File: src/design/tick_pkg.sv
package tick_pkg;
  // ==========================================
  // register offsets (byte addresses)
  localparam logic [11:0] OFF_CTRL = 12'h010;
  localparam logic [11:0] OFF_RELOAD = 12'h014;
  localparam logic [11:0] OFF_CURRENT = 12'h018;
  localparam logic [11:0] OFF_CALIB = 12'h01c;
  localparam logic [11:0] OFF_IRQ_STATUS = 12'h020;
  localparam logic [11:0] OFF_IRQ_MASK = 12'h024;
  // ==========================================
  // field positions
  localparam int CTRL_ENABLE_BIT = 0;
  localparam int CTRL_INT_EN_BIT = 1;
  localparam int CTRL_FIXED_BIT = 2;
  localparam int CTRL_FLAG_BIT = 16;
  localparam int CALIB_SKEW_BIT = 30;
  localparam int CALIB_NO_REF_CLK_BIT = 31;
  localparam int COUNT_W = 24;
  // ==========================================
  // reset values
  localparam logic [31:0] CTRL_RESET = 32'h0000_0004;
  localparam logic [23:0] RELOAD_RESET = 24'h00_0000;
  localparam logic [23:0] CURRENT_RESET = 24'h00_0000;
  localparam logic [23:0] TEN_MS_DEFAULT = 24'h0f_423f;
  localparam logic [1:0] IRQ_MASK_RESET = 2'h0;
  // ==========================================
  // timing: 10 ms tick at 100 MHz
  localparam int CLK_PERIOD_NS = 10;
  localparam int TICK_PERIOD_MS = 10;
  localparam int TICK_CYCLES = TICK_PERIOD_MS * 1000000 / CLK_PERIOD_NS;
endpackage

File: src/design/system_tick_timer.sv
`timescale 1ns/1ps
// Functional notes
// - a 24-bit counter counts down and signals a tick when it reaches zero.
// - the counter runs on the processor clock, the only clock of the block.
// - control bit 0 lets the counter run when set and holds it when clear.
// - control bit 1 allows an interrupt request on every zero reached.
// - control bit 16 is set on zero and cleared by a read of that register unless zero is reached in the same cycle.
// - on reaching zero the counter is loaded from reload bits 23:0.
// - reading the current-value register returns the live 24-bit count.
// - any write to the current-value register clears the count, and the flag unless zero is reached in the same cycle.
// - the calibration register offers a default reload in bits 23:0.
// - after reset control reads 0x4 and reload and current read zero.
module system_tick_timer #(
  parameter int COUNT_WIDTH = tick_pkg::COUNT_W
) (
  input wire logic CLK,
  input wire logic RST,
  input wire logic PSEL,
  input wire logic PENABLE,
  input wire logic PWRITE,
  input wire logic [11:0] PADDR,
  input wire logic [31:0] PWDATA,
  output logic [31:0] PRDATA,
  output logic PREADY,
  output logic PSLVERR,
  output logic IRQ
);
  // refuse widths the register map cannot serve
  if (COUNT_WIDTH != 24) begin : g_bad_width
    $error("system_tick_timer: COUNT_WIDTH must be 24");
  end

  // ==========================================
  // state
  typedef struct packed {
    logic run;
    logic int_en;
    logic zero_flag;
    logic [23:0] reload;
    logic [1:0] irq_status;
    logic [1:0] irq_mask;
    logic [31:0] rdata;
    logic slverr;
    logic ack;
  } regs_s;

  regs_s r_q, r_d;

  logic [23:0] count;
  logic zero_hit;
  logic access, capture, rd_capture, wr_access, rd_access;
  logic sel_ctrl, sel_reload, sel_current, sel_calib, sel_stat, sel_mask;
  logic mapped;
  logic clear_count;

  // ==========================================
  // apb decode: one wait state per transfer
  // first access cycle loads read data into flops, second one completes
  assign access = PSEL && PENABLE;
  assign capture = access && !r_q.ack;
  assign rd_capture = capture && !PWRITE;
  assign wr_access = access && r_q.ack && PWRITE;
  assign rd_access = access && r_q.ack && !PWRITE;

  // address select
  always_comb begin
    sel_ctrl = 1'b0;
    sel_reload = 1'b0;
    sel_current = 1'b0;
    sel_calib = 1'b0;
    sel_stat = 1'b0;
    sel_mask = 1'b0;
    if (PADDR == tick_pkg::OFF_CTRL) begin
      sel_ctrl = 1'b1;
    end else if (PADDR == tick_pkg::OFF_RELOAD) begin
      sel_reload = 1'b1;
    end else if (PADDR == tick_pkg::OFF_CURRENT) begin
      sel_current = 1'b1;
    end else if (PADDR == tick_pkg::OFF_CALIB) begin
      sel_calib = 1'b1;
    end else if (PADDR == tick_pkg::OFF_IRQ_STATUS) begin
      sel_stat = 1'b1;
    end else if (PADDR == tick_pkg::OFF_IRQ_MASK) begin
      sel_mask = 1'b1;
    end
  end

  assign mapped = sel_ctrl | sel_reload | sel_current | sel_calib | sel_stat | sel_mask;

  assign clear_count = wr_access && sel_current;

  // ==========================================
  // counter
  tick_counter #(
    .WIDTH(COUNT_WIDTH)
  ) u_counter (
    .clk(CLK),
    .rst(RST),
    .enable(r_q.run),
    .clear(clear_count),
    .reload(r_q.reload),
    .count(count),
    .zero_hit(zero_hit)
  );

  // ==========================================
  // register next state
  always_comb begin
    r_d = r_q;
    r_d.slverr = 1'b0;
    r_d.ack = capture;
    // control, reload and mask writes, flag clears
    if (wr_access && sel_ctrl) begin
      r_d.run = PWDATA[tick_pkg::CTRL_ENABLE_BIT];
      r_d.int_en = PWDATA[tick_pkg::CTRL_INT_EN_BIT];
    end
    if (wr_access && sel_reload) begin
      r_d.reload = PWDATA[23:0];
    end
    if (wr_access && sel_mask) begin
      r_d.irq_mask = PWDATA[1:0];
    end
    if (rd_capture && sel_ctrl) begin
      r_d.zero_flag = 1'b0;
    end
    if (clear_count) begin
      r_d.zero_flag = 1'b0;
    end
    // write one to clear status
    if (wr_access && sel_stat) begin
      r_d.irq_status = r_q.irq_status & ~PWDATA[1:0];
    end
    if (zero_hit) begin
      r_d.zero_flag = 1'b1;
      r_d.irq_status[0] = 1'b1;
    end
    if (zero_hit && r_q.int_en) begin
      r_d.irq_status[1] = 1'b1;
    end
    // read data mux
    r_d.rdata = 32'h0000_0000;
    if (rd_capture) begin
      if (sel_ctrl) begin
        r_d.rdata[tick_pkg::CTRL_FIXED_BIT] = 1'b1;
        r_d.rdata[tick_pkg::CTRL_ENABLE_BIT] = r_q.run;
        r_d.rdata[tick_pkg::CTRL_INT_EN_BIT] = r_q.int_en;
        r_d.rdata[tick_pkg::CTRL_FLAG_BIT] = r_q.zero_flag;
      end else if (sel_reload) begin
        r_d.rdata[23:0] = r_q.reload;
      end else if (sel_current) begin
        r_d.rdata[23:0] = count;
      end else if (sel_calib) begin
        r_d.rdata[23:0] = tick_pkg::TEN_MS_DEFAULT;
      end else if (sel_stat) begin
        r_d.rdata[1:0] = r_q.irq_status;
      end else if (sel_mask) begin
        r_d.rdata[1:0] = r_q.irq_mask;
      end
    end
    if (capture && !mapped) begin
      r_d.slverr = 1'b1;
    end
  end

  // ==========================================
  // register update
  always_ff @(posedge CLK or posedge RST) begin
    if (RST) begin
      r_q <= '0;
    end else begin
      r_q <= r_d;
    end
  end

  // ==========================================
  // outputs
  assign PREADY = r_q.ack;
  assign PRDATA = r_q.rdata;
  assign PSLVERR = r_q.slverr;
  assign IRQ = |(r_q.irq_status & r_q.irq_mask);

  // ==========================================
  // checks
  property p_flag_set;
    @(posedge CLK) disable iff (RST)
      zero_hit |=> r_q.zero_flag;
  endproperty
  a_flag_set: assert property (p_flag_set) else $error("flag not set on zero");

  property p_flag_read_clear;
    @(posedge CLK) disable iff (RST)
      (rd_capture && sel_ctrl && !zero_hit) |=> !r_q.zero_flag;
  endproperty
  a_flag_read_clear: assert property (p_flag_read_clear) else $error("flag not cleared");

  property p_wr_clear;
    @(posedge CLK) disable iff (RST)
      (clear_count && !zero_hit) |=> (count == 24'h00_0000) && !r_q.zero_flag;
  endproperty
  a_wr_clear: assert property (p_wr_clear) else $error("current write did not clear");

  property p_no_int;
    @(posedge CLK) disable iff (RST)
      (zero_hit && !r_q.int_en && !r_q.irq_status[1]) |=> !r_q.irq_status[1];
  endproperty
  a_no_int: assert property (p_no_int) else $error("tick request while disabled");

  property p_int;
    @(posedge CLK) disable iff (RST)
      (zero_hit && r_q.int_en) |=> r_q.irq_status[1];
  endproperty
  a_int: assert property (p_int) else $error("tick request missing");

  property p_cur_read;
    @(posedge CLK) disable iff (RST)
      (rd_capture && sel_current) |=> (PRDATA == {8'h00, $past(count)});
  endproperty
  a_cur_read: assert property (p_cur_read) else $error("current read wrong");

  property p_ctrl_read;
    @(posedge CLK) disable iff (RST)
      (rd_access && sel_ctrl) |-> PRDATA[tick_pkg::CTRL_FIXED_BIT];
  endproperty
  a_ctrl_read: assert property (p_ctrl_read) else $error("control bit 2 not one");

  property p_calib_read;
    @(posedge CLK) disable iff (RST)
      (rd_access && sel_calib) |-> (PRDATA[31:30] == 2'h0) && (PRDATA[23:0] != 24'h0);
  endproperty
  a_calib_read: assert property (p_calib_read) else $error("calibration read wrong");

  property p_tick_spacing;
    @(posedge CLK) disable iff (RST)
      (zero_hit && r_q.run && !clear_count && r_q.reload == 24'h00_0002) ##1
        (r_q.run && !clear_count && !(wr_access && sel_reload))[*3] |-> zero_hit;
  endproperty
  a_tick_spacing: assert property (p_tick_spacing) else $error("tick period wrong");

  property p_hit_at_zero;
    @(posedge CLK) disable iff (RST)
      zero_hit |-> (count == 24'h00_0000);
  endproperty
  a_hit_at_zero: assert property (p_hit_at_zero) else $error("tick away from zero");

  property p_single_tick;
    @(posedge CLK) disable iff (RST)
      zero_hit |=> !zero_hit;
  endproperty
  a_single_tick: assert property (p_single_tick) else $error("tick repeated");

  property p_no_early_tick;
    @(posedge CLK) disable iff (RST)
      (r_q.run && !clear_count && count > 24'h00_0001) |=> !zero_hit;
  endproperty
  a_no_early_tick: assert property (p_no_early_tick) else $error("tick before zero");

  property p_hit_only_running;
    @(posedge CLK) disable iff (RST)
      zero_hit |-> ($past(r_q.run) && !$past(clear_count));
  endproperty
  a_hit_only_running: assert property (p_hit_only_running) else $error("tick while held");

  property p_run_write;
    @(posedge CLK) disable iff (RST)
      (wr_access && sel_ctrl) |=> (r_q.run == $past(PWDATA[tick_pkg::CTRL_ENABLE_BIT]));
  endproperty
  a_run_write: assert property (p_run_write) else $error("run bit not written");

  property p_int_en_write;
    @(posedge CLK) disable iff (RST)
      (wr_access && sel_ctrl) |=> (r_q.int_en == $past(PWDATA[tick_pkg::CTRL_INT_EN_BIT]));
  endproperty
  a_int_en_write: assert property (p_int_en_write) else $error("enable not written");

  property p_irq_clear;
    @(posedge CLK) disable iff (RST)
      (wr_access && sel_stat && (PWDATA[1:0] == 2'h3) && !zero_hit) |=> !IRQ;
  endproperty
  a_irq_clear: assert property (p_irq_clear) else $error("request not cleared");

  property p_irq_masked;
    @(posedge CLK) disable iff (RST)
      (r_q.irq_mask == 2'h0) |-> !IRQ;
  endproperty
  a_irq_masked: assert property (p_irq_masked) else $error("masked request seen");

  property p_status_sticky;
    @(posedge CLK) disable iff (RST)
      (!zero_hit && !(wr_access && sel_stat)) |=> $stable(r_q.irq_status);
  endproperty
  a_status_sticky: assert property (p_status_sticky) else $error("status moved");

  property p_flag_hold;
    @(posedge CLK) disable iff (RST)
      (!zero_hit && !(rd_capture && sel_ctrl) && !clear_count) |=> $stable(r_q.zero_flag);
  endproperty
  a_flag_hold: assert property (p_flag_hold) else $error("flag moved");

  property p_ctrl_flag_read;
    @(posedge CLK) disable iff (RST)
      (rd_capture && sel_ctrl) |=> (PRDATA[tick_pkg::CTRL_FLAG_BIT] == $past(r_q.zero_flag));
  endproperty
  a_ctrl_flag_read: assert property (p_ctrl_flag_read) else $error("flag read wrong");

  property p_reload_after_hit;
    @(posedge CLK) disable iff (RST)
      (zero_hit && r_q.run && !clear_count) |=> (count == $past(r_q.reload));
  endproperty
  a_reload_after_hit: assert property (p_reload_after_hit) else $error("no reload");

  property p_reload_write;
    @(posedge CLK) disable iff (RST)
      (wr_access && sel_reload) |=> (r_q.reload == $past(PWDATA[23:0]));
  endproperty
  a_reload_write: assert property (p_reload_write) else $error("reload not written");

  property p_reload_read;
    @(posedge CLK) disable iff (RST)
      (rd_capture && sel_reload) |=> (PRDATA == {8'h00, $past(r_q.reload)});
  endproperty
  a_reload_read: assert property (p_reload_read) else $error("reload read wrong");

  property p_calib_default;
    @(posedge CLK) disable iff (RST)
      (rd_access && sel_calib) |-> (PRDATA[23:0] == tick_pkg::TEN_MS_DEFAULT);
  endproperty
  a_calib_default: assert property (p_calib_default) else $error("default reload wrong");

  property p_calib_top;
    @(posedge CLK) disable iff (RST)
      (rd_access && sel_calib) |-> (PRDATA[31:24] == 8'h00);
  endproperty
  a_calib_top: assert property (p_calib_top) else $error("calibration top bits set");
endmodule // system_tick_timer

File: src/design/tick_counter.sv
`timescale 1ns/1ps
// ==========================================
// down counter core
module tick_counter #(
  parameter int WIDTH = 24
) (
  input wire logic clk,
  input wire logic rst,
  input wire logic enable,
  input wire logic clear,
  input wire logic [WIDTH-1:0] reload,
  output logic [WIDTH-1:0] count,
  output logic zero_hit
);
  // refuse widths the counter cannot serve
  if (WIDTH < 2 || WIDTH > 32) begin : g_bad_width
    $error("tick_counter: bad WIDTH");
  end

  typedef struct packed {
    logic [WIDTH-1:0] cnt;
    logic hit;
  } cnt_state_s;

  cnt_state_s s_q, s_d;

  // next count: reload at zero, else decrement
  always_comb begin
    s_d = s_q;
    s_d.hit = 1'b0;
    if (clear) begin
      s_d.cnt = '0;
    end else if (enable) begin
      if (s_q.cnt == '0) begin
        s_d.cnt = reload;
      end else begin
        s_d.cnt = s_q.cnt - 1'b1;
        s_d.hit = (s_q.cnt == {{(WIDTH-1){1'b0}}, 1'b1});
      end
    end
  end

  always_ff @(posedge clk or posedge rst) begin
    if (rst) begin
      s_q <= '0;
    end else begin
      s_q <= s_d;
    end
  end

  assign count = s_q.cnt;
  assign zero_hit = s_q.hit;

  property p_dec;
    @(posedge clk) disable iff (rst)
      (enable && !clear && count != '0) |=> (count == $past(count) - 1'b1);
  endproperty
  a_dec: assert property (p_dec) else $error("counter did not step down");

  property p_hold;
    @(posedge clk) disable iff (rst)
      (!enable && !clear) |=> $stable(count);
  endproperty
  a_hold: assert property (p_hold) else $error("counter moved while off");

  property p_reload;
    @(posedge clk) disable iff (rst)
      (enable && !clear && count == '0) |=> (count == $past(reload));
  endproperty
  a_reload: assert property (p_reload) else $error("reload missed");
endmodule // tick_counter

File: config.mk
export PLATFORM = sky130hd
export DESIGN_NAME = system_tick_timer
export DESIGN_NICKNAME = d
export VERILOG_FILES = /design/src/design/tick_pkg.sv /design/src/design/system_tick_timer.sv /design/src/design/tick_counter.sv
export SDC_FILE = /design/constraint.sdc
export NUM_CORES = 1
export LEC_CHECK = 0
export CAP_MARGIN = 10
export CORE_ASPECT_RATIO = 0.7
export CORE_MARGIN = 2
export CORE_UTILIZATION = 56
export CTS_BUF_LIST = sky130_fd_sc_hd__clkbuf_8
export CTS_CLUSTER_SIZE = 25
export DETAILED_ROUTE_END_ITERATION = 8
export DONT_BUFFER_PORTS = 1
export PLACE_DENSITY = 0.74
export SYNTH_ARGS = -nofsm -noshare
export SYNTH_HDL_FRONTEND = slang
export SYNTH_SLANG_ARGS = --single-unit
File: constraint.sdc
create_clock -name CLK -period 2.4 [get_ports CLK]
set_input_delay 0.12 -clock CLK [delete_from_list [all_inputs] [get_ports CLK]]
set_output_delay 0.12 -clock CLK [all_outputs]
set_load 0.02 [all_outputs]
* Yosys cells after proc, flatten, opt, wreduce, memory -nomap -nowiden
Index checks and enable logic that the tools add are counted.
** Word-level totals
- Flip-flop bits (word level) :: 82
- Input bits :: 49
- Output and inout port bits :: 35
- Logic and storage cells :: 94
** Operators by class
- $add $sub $neg :: 1
- Eq/ne operators :: 7
- Muxes and demuxes :: 44
- Bitwise gates (word level) :: 8
- Reductions and logical operators :: 22
** Operators by type and width (count)
- $mux W24 :: 5
- $eq A12 B5 Y1 const B :: 4
- $mux W1 :: 30
- $mux W25 :: 1
- $eq A12 B6 Y1 const B :: 2
- $eq A24 B1 Y1 const B :: 1
- $logic_not A24 Y1 :: 1
- $sub A24 B1 Y24 const B :: 1
- $mux W18 :: 1
- $logic_and A1 B1 Y1 :: 13
- $mux W13 :: 1
- $mux W2 :: 4
- $mux W7 :: 1
- $reduce_bool A2 Y1 :: 3
- $or A1 B1 Y1 :: 5
- $and A2 B2 Y2 :: 2
- $logic_not A1 Y1 :: 3
- $mux W3 :: 1
- $reduce_bool A3 Y1 :: 1
- $not A2 Y2 :: 1
- $reduce_or A2 Y1 :: 1

* Depth between registers and ports, before layout
Gate-level depths: netlist of the first run.
- Depth after elaboration :: 14
- Gate-level depth with buffers :: 9
- Gate-level depth less buffers :: 7

* Modules after synthesis
A second synthesis of the first run with hierarchy kept.
** Unflattened totals
- Cell total of the unflattened synthesis :: 447
- Area total of the unflattened synthesis :: 4463.0 µm²
** By module, submodules not included
- system_tick_timer :: times used 1, cells an instance 241, area each 2711.4 µm², sequential area each 1426.4 µm²
- tick_counter :: times used 1, cells an instance 206, area each 1751.7 µm², sequential area each 625.6 µm²

* Least setup slack after synthesis of the first run
No wires, ideal clock.
- Path kind :: reg-to-reg
- From :: register u_counter.s_q (netlist bit u_counter.count[0])
- To :: register u_counter.s_q (netlist bit u_counter.count[14])
- Setup time :: 0.082 ns
- Arrival :: 2.362 ns
- Data required time :: 2.318 ns
- Slack :: -0.044 ns
- Stages on the path, launching flop included :: 8
- Path buffers :: 0
- Period minus slack after synthesis :: 2.444 ns
- Cell sequence :: dfrtp_1 inv_1 ha_1 or3b_2 or3_4 or4_1 or3_1 a31oi_1
** On the way
- Longest elaborated chain between the ends :: 4
- Elaborated cells between the ends (all ways) :: 5
- Those cells by class :: add/sub: 1; mux: 3; reduce/logical: 1
** Ends and longest elaborated chain
- start, declared :: RTL line tick_counter.sv:25 : cnt_state_s s_q, s_d;
- start signal, assigned :: RTL line tick_counter.sv:45 : s_q <= '0;
- start signal, assigned :: RTL line tick_counter.sv:47 : s_q <= s_d;
- $sub A24 B1 Y24 or $logic_not A24 Y1 (tied branches) :: RTL line tick_counter.sv:37, tick_counter.sv:34
- $mux W24 * :: RTL line tick_counter.sv:34 : if (s_q.cnt == '0) begin
- $mux W25 * :: RTL line tick_counter.sv:33 : end else if (enable) begin
- $mux W24 * :: RTL line tick_counter.sv:31 : if (clear) begin
Every way passes the cells marked *; elsewhere a longest branch is shown, timed or not. The select of a mux whose other input is x is not followed.
A chain may end at the register's enable or synchronous reset.

* Worst setup path after layout of the first run
- From :: register u_counter.s_q (netlist bit u_counter.count[5])
- To :: register u_counter.s_q (netlist bit u_counter.count[18])
Same word-level chain as after synthesis.

==> results of run 1 <==
power by group through the flow:
stage | combinational [mW] | sequential, mW | clock (mW)
3_3_place_gp | 0.462 | 1.55 | 0
6_report | 0.552 | 1.53 | 1.12
2_1_floorplan | 0.357 | 1.51 | 0
4_1_cts | 0.522 | 1.52 | 1.13
3_5_place_dp | 0.471 | 1.55 | 0
5_1_grt | 0.595 | 1.53 | 1.19
final timing paths:
check | to | start
min in group asynchronous | u_counter.count[5] | RST
setup reg to reg | u_counter.count[18] | u_counter.count[5]
hold reg to reg | r_q[62] | r_q[62]
hold / removal | PRDATA[19] | PADDR[3]
setup / recovery | u_counter.count[18] | u_counter.count[5]
max in group asynchronous | u_counter.count[16] | RST
layer usage:
metal	up-vias	global-route usage (%)	part of all wire, %	wire, um
met3	18	8.24	11	1230
met2	206	42.9	45	5200
met4	0	9.74	1.9	223
met1	1794	41.9	43	4940
li1	1612	-	-	-
met5	-	0	0	0
worst reg2reg max path, stage by stage (launching register included):
cell and delay (ns):
dfrtp_1 0.39, or4_4 0.58, or4b_4 0.54, or4b_4 0.50, a21oi_2 0.14, o22ai_2 0.09
timing repair:
item / CTS / global route
gates resized for setup: 1 / 16
endpoints found under the hold margin: 86 / 0
hold buffers: 31 / 0
buffers inserted: 0 / 2
endpoints found under the setup margin: 1 / 17
pin swaps: 0 / 3
cell families after synthesis:
kind of cell    count (synthesis)
compound gates                100
fa+ha+maj                       3
buf+inv                        67
flops                          82
mux                            38
other cells                     1
simple gates                  135
registers in the layout, summed over array words and instances, names as in the netlist:
register	count
PREADY	1
r_q	31
u_counter.zero_hit	1
u_counter.count	24
PSLVERR	1
PRDATA	24
cells in the final DEF (no fill, tap or decap), types with 3 or more instances in the layout:
| cell | count |
|---|---|
| dlygate4sd3_1 | 31 |
| nor3_1 | 9 |
| a22oi_1 | 13 |
| or3_1 | 6 |
| a21oi_1 | 15 |
| clkinv_2 | 3 |
| nand2_1 | 26 |
| clkbuf_8 | 10 |
| nor4_1 | 11 |
| inv_1 | 4 |
| nand4_1 | 9 |
| a2bb2oi_1 | 3 |
| dfrtp_1 | 82 |
| conb_1 | 8 |
| or4_1 | 6 |
| buf_4 | 46 |
| nor2b_1 | 3 |
| o31ai_1 | 5 |
| o21ai_0 | 22 |
| nand3_1 | 7 |
| nand2b_1 | 5 |
| a31oi_1 | 6 |
| nor2_1 | 31 |
| ha_1 | 3 |
| and3_1 | 3 |
| o22ai_1 | 9 |
| mux2_2 | 32 |
| mux2i_1 | 6 |
| a32o_1 | 5 |
area by class of cell:
class | instances | share of cell area, %
Clock buffer | 10 | 2.71
Clock inverter | 6 | 1.60
Inverter | 5 | 0.395
Multi-Input combinational cell | 284 | 38.7
Sequential cell | 82 | 40.4
Tap cell | 98 | 2.42
Timing Repair Buffer | 80 | 13.8
stage by stage:
step	cell area [um^2]	total power, mW	utilization, %	setup TNS, ns	hold slack (ns)
6_report	5070	3.20	68.7	0	0.0502
3_3_place_gp	4450	2.01	60.3	0	0.146
2_1_floorplan	4340	1.87	-	0	0.237
4_1_cts	4990	3.17	67.5	0	0.0309
5_1_grt	5070	3.32	68.7	-0.0372	0.0553
3_5_place_dp	4450	2.02	60.3	-0.0347	0.162
==> impl_metrics.yaml, run 1 <==
setup_path:
  slowest_stage: "or4_4"
  r2r_slack_ns: 0.03
  cp_num_buf_inv: 0
  cp.required_ns: 2.65
  crit_chain: "or4_4 > or4b_4 > or4b_4 > a21oi_2 > o22ai_2"
  critPathArrivalTime_ns: 2.62
  critPathKind: "flop to flop"
  cp_top_family: "simple AND/OR/NAND/NOR gates"
  cp.depth: 5
  end_kind: "flop"
  ff2ff_path_depth: 5
  path_max_fanout: 4
  crit_top_cell: "or4b_4"
  critPathMaxStageDelay_ns: 0.58
  worstSetupStartpointType: "flop"
global_routing:
  grtUsageTotal_pct: 29.3
  grt_max_degree: 45
  grt_pass1_vias: 3450
  grt_pass1_wl_um: 18400
  antenna_found_initial: 0
  overflow: 0
yosys:
  synthMuxAreaShare_pct: 9.76
  synthXorXnorAreaFrac_pct: 0
  seq_area_frac_synth_pct: 47.6
  ys_ff_latch: 82
  synth_fa_ha_area_share_pct: 0.871
  yosys.cell_count.top_type: "dfrtp_1"
  synthTopCellsByCount: "dfrtp_1, buf_4, mux2_2, nor2_1, nand2_1"
  synth_top_family_by_area: "simple AND/OR/NAND/NOR gates"
  synth_compound_area_share_pct: 15.5
  synth_cell_types: 53
  syn_inst: 426
  synth_ff_type: "dfrtp_1"
  ys_warn_count: 0
  synthArstFlopShare_pct: 100
  synth_edf_count: 0
  synth_area_mm2: 0.00431
  synth-simple-area-share_pct: 17.1
  synthTopCellsByArea: "dfrtp_1, mux2_2, buf_4"
  yosys.area.top_type: "dfrtp_1"
  synth.top_cell.area_share_pct: 47.6
  postSynthAreaPerCell_um2: 10.1
final_layout:
  diodes: 0
  nets: 514
  regArea_mm2: 0.00205
  fillers: 566
  multi_input_area_mm2: 0.00196
  fin_cells: 565
  area_growth_pct: 17.8
  drive_above_1_share_pct: 24.6
timing:
  finalSetupViolCount: 0
  fmax_mhz: 422
  post-route-period-util_pct: 98.7
  fin_crit_ns: 2.37
  fin_worst_skew_ns: 0.0114
  timing.final.ws_setup_ns: 0.0306
  hold_viol: 0
  worstMarginPinSlew_ns: 0.775
  rsz0062_at_grt: "true"
  max_slew_margin_pct: 48.3
  slew_viol_final: 0
floorplanning:
  die_h_um: 77.4
  ios: 84
  dieArea_mm2: 0.00842
  dieWidth_um: 109
  start_util_pct: 58.3
  placementRows: 26
  core_area_mm2: 0.00738
clock_network:
  cts_made_buffers: 9
  root_buffer: "clkbuf_8"
  cts_tree: "done"
  clockBufferDepth: 2
  path_clk_slew_ns: 0.09
  htreeDepth: 3
  clock-sinks: 82
  clock_latency_ns: 0.38
pwr:
  p_leak_nw: 2.22
  p_comb_share_pct: 17.3
  internal_power_mw: 2.32
  p_clk_share_pct: 35.0
  p_sw_share_pct: 27.6
  pwr-share-seq_pct: 47.7
  p_sw_uw: 883
  power.density_mw_per_mm2: 631
  peakVddDrop_mv: 0.463
route:
  first_iter_violations: 318
  postRouteAntennaNets: 0
  vias: 3630
  dr.pass1.iters: 6
  route.detailed.drc: 0
  wire_per_inst_um: 20.5
  vias_per_cell: 6.42
  wl_um: 11600
flow_run:
  drv_cap: 0
placed_design:
  hpwl_um: 7760
  dp.cells: 516
  portBuffers: 0
  gp_congestion: 0.990
  dpl_worst_slack_ns: -0.0347
hold_path:
  whs_path_depth: 2
  hp-class: "input port to flop"
outcome:
  status: "completed"
Power figures use the tool's default switching activity.
==> run 2: changes to the inputs <==
Settings changed: CORE_MARGIN 2 to 5, CORE_UTILIZATION 56 to 60, PLACE_DENSITY 0.74 to 0.79, TNS_END_PERCENT set to 10.
==> run 2 against run 1 <==
  * Utilization up 3.4 points
  * Fmax is 0.62% lower
  * Cell count decreased by 2.3%
  * Highest routed layer unchanged
  * Sequential cell count unchanged
  * Count of clock-buffer cells in the layout is 1 lower
  * Hold slack worse by 0.032 ns
  * Die area increased by 6.9%
  * Largest cell class unchanged
  * Clock power up 4%
  * Critical path type unchanged
  * Via count is 1.5% lower
  * Critical path depth did not move
  * Critical endpoint unchanged
  * Global-route usage decreased by 3.4 points
==> impl_metrics.yaml, run 2 (synthesized netlist as in run 1, its figures left out) <==
global_routing:
  grt_max_degree: 43
  overflow: 0
  grtUsageTotal_pct: 25.9
  grt_pass1_vias: 3535
  grt_pass1_wl_um: 18500
  antenna_found_initial: 0
route:
  dr.pass1.iters: 5
  vias: 3575
  wire_per_inst_um: 20.1
  wl_um: 11100
  vias_per_cell: 6.48
  postRouteAntennaNets: 0
  route.detailed.drc: 0
  first_iter_violations: 456
placed_design:
  dp.cells: 505
  gp_congestion: 0.960
  placed_cell_area_mm2: 0.00440
  hpwl_um: 7560
  portBuffers: 0
floorplanning:
  die_h_um: 80.9
  dieArea_mm2: 0.00900
  ios: 84
  placementRows: 25
  core_area_mm2: 0.00688
  dieWidth_um: 111
  start_util_pct: 62.6
clock_network:
  clock-sinks: 82
  clockBufferDepth: 2
  cts_tree: "done"
  htreeDepth: 3
  path_clk_slew_ns: 0.08
  clock_latency_ns: 0.35
  postCtsSetupRepairBufs: 0
  cts_made_buffers: 9
  root_buffer: "clkbuf_8"
pwr:
  peakVddDrop_mv: 0.378
  power.density_mw_per_mm2: 643
  p_leak_nw: 2.16
setup_path:
  end_kind: "flop"
  ff2ff_path_depth: 5
  critPathKind: "flop to flop"
  path_max_fanout: 5
  worstSetupStartpointType: "flop"
  cp.required_ns: 2.62
  critPathArrivalTime_ns: 2.61
timing:
  fin_crit_ns: 2.38
  slew_viol_final: 0
  worstMarginPinSlew_ns: 0.717
  rsz0062_at_grt: "true"
  post-route-period-util_pct: 99.3
  max_slew_margin_pct: 52.2
  fmax_mhz: 419
  hold_viol: 0
  finalSetupViolCount: 0
  fin_worst_skew_ns: 0.00546
hold_path:
  hp-class: "input port to flop"
  whs_path_depth: 2
outcome:
  status: "completed"
final_layout:
  nets: 505
  diodes: 0
  drive_above_1_share_pct: 21.8
  area_growth_pct: 15.2
  layout_commonest_cell: "dfrtp_1"
  largest-register: "r_q"
  mostFrequentLayoutCells: "dfrtp_1, buf_4, nor2_1, mux2_2, dlygate4sd3_1"
  fillers: 507
  multi_input_area_mm2: 0.00192
  largest_register_ffs: 31
  regArea_mm2: 0.00205
  final_cell_area_mm2: 0.00496
  fin_cells: 552
flow_run:
  drv_cap: 0
-- run 2: through the flow --
stage          util (%)  setup TNS, ns  worst slack (ns)  total power, mW  hold WS, ns
5_1_grt            72.1        -0.0733           -0.0270             3.33       0.0156
3_5_place_dp       63.9        -0.0293           -0.0293             1.98        0.137
4_1_cts            71.9              0            0.0199             3.19      0.00166
2_1_floorplan         -              0          0.000273             1.87        0.237
3_3_place_gp       63.9       -0.00156          -0.00156             1.97        0.130
6_report           72.1              0            0.0158             3.19       0.0180
-- run 2: final timing paths --
path / from / end / slack [ns]
min: PWRITE / PRDATA[0] / 0.02
max: u_counter.count[7] / u_counter.count[18] / 0.02
min reg2reg: r_q[62] / r_q[62] / 0.52
min in group asynchronous: RST / u_counter.count[5] / 0.32
max reg2reg: u_counter.count[7] / u_counter.count[18] / 0.02
max in group asynchronous: RST / r_q[56] / 1.44
-- run 2: power by group --
group	internal, mW	total (mW)	switching, mW
combinational	0.233	0.485	0.252
clock	0.682	1.17	0.492
sequential	1.44	1.53	0.0866
-- run 2: final cells by class --
| cell class | count | share of cell area (%) |
|---|---|---|
| timing repair buffer | 71 | 12.6 |
| multi-input combinational | 284 | 38.6 |
| clock buffer | 9 | 2.50 |
| sequential | 82 | 41.4 |
| inverter | 5 | 0.403 |
| clock inverter | 7 | 2.22 |
| tap | 94 | 2.37 |
-- run 2: worst max-delay path, cell delays in order, from the launching register on --
cell and delay, ns:
dfrtp_1 0.38, or4_4 0.57, or4b_4 0.56, or4b_4 0.50, a21oi_2 0.14, o22ai_1 0.09
-- run 2: per-layer routing --
layer / global-route usage (%) / routed length (um)
met1: 35.3 / 4760
met2: 42.7 / 5190
met3: 5.44 / 1020
met4: 7.17 / 153
met5: 0 / 0
-- run 2: what timing repair did --
action / in CTS / in global routing
setup endpoints to repair: 2 / 4
endpoints found under the hold margin: 82 / 0
hold buffers: 31 / 0
cloned: 0 / 0
gates resized for setup: 2 / 6
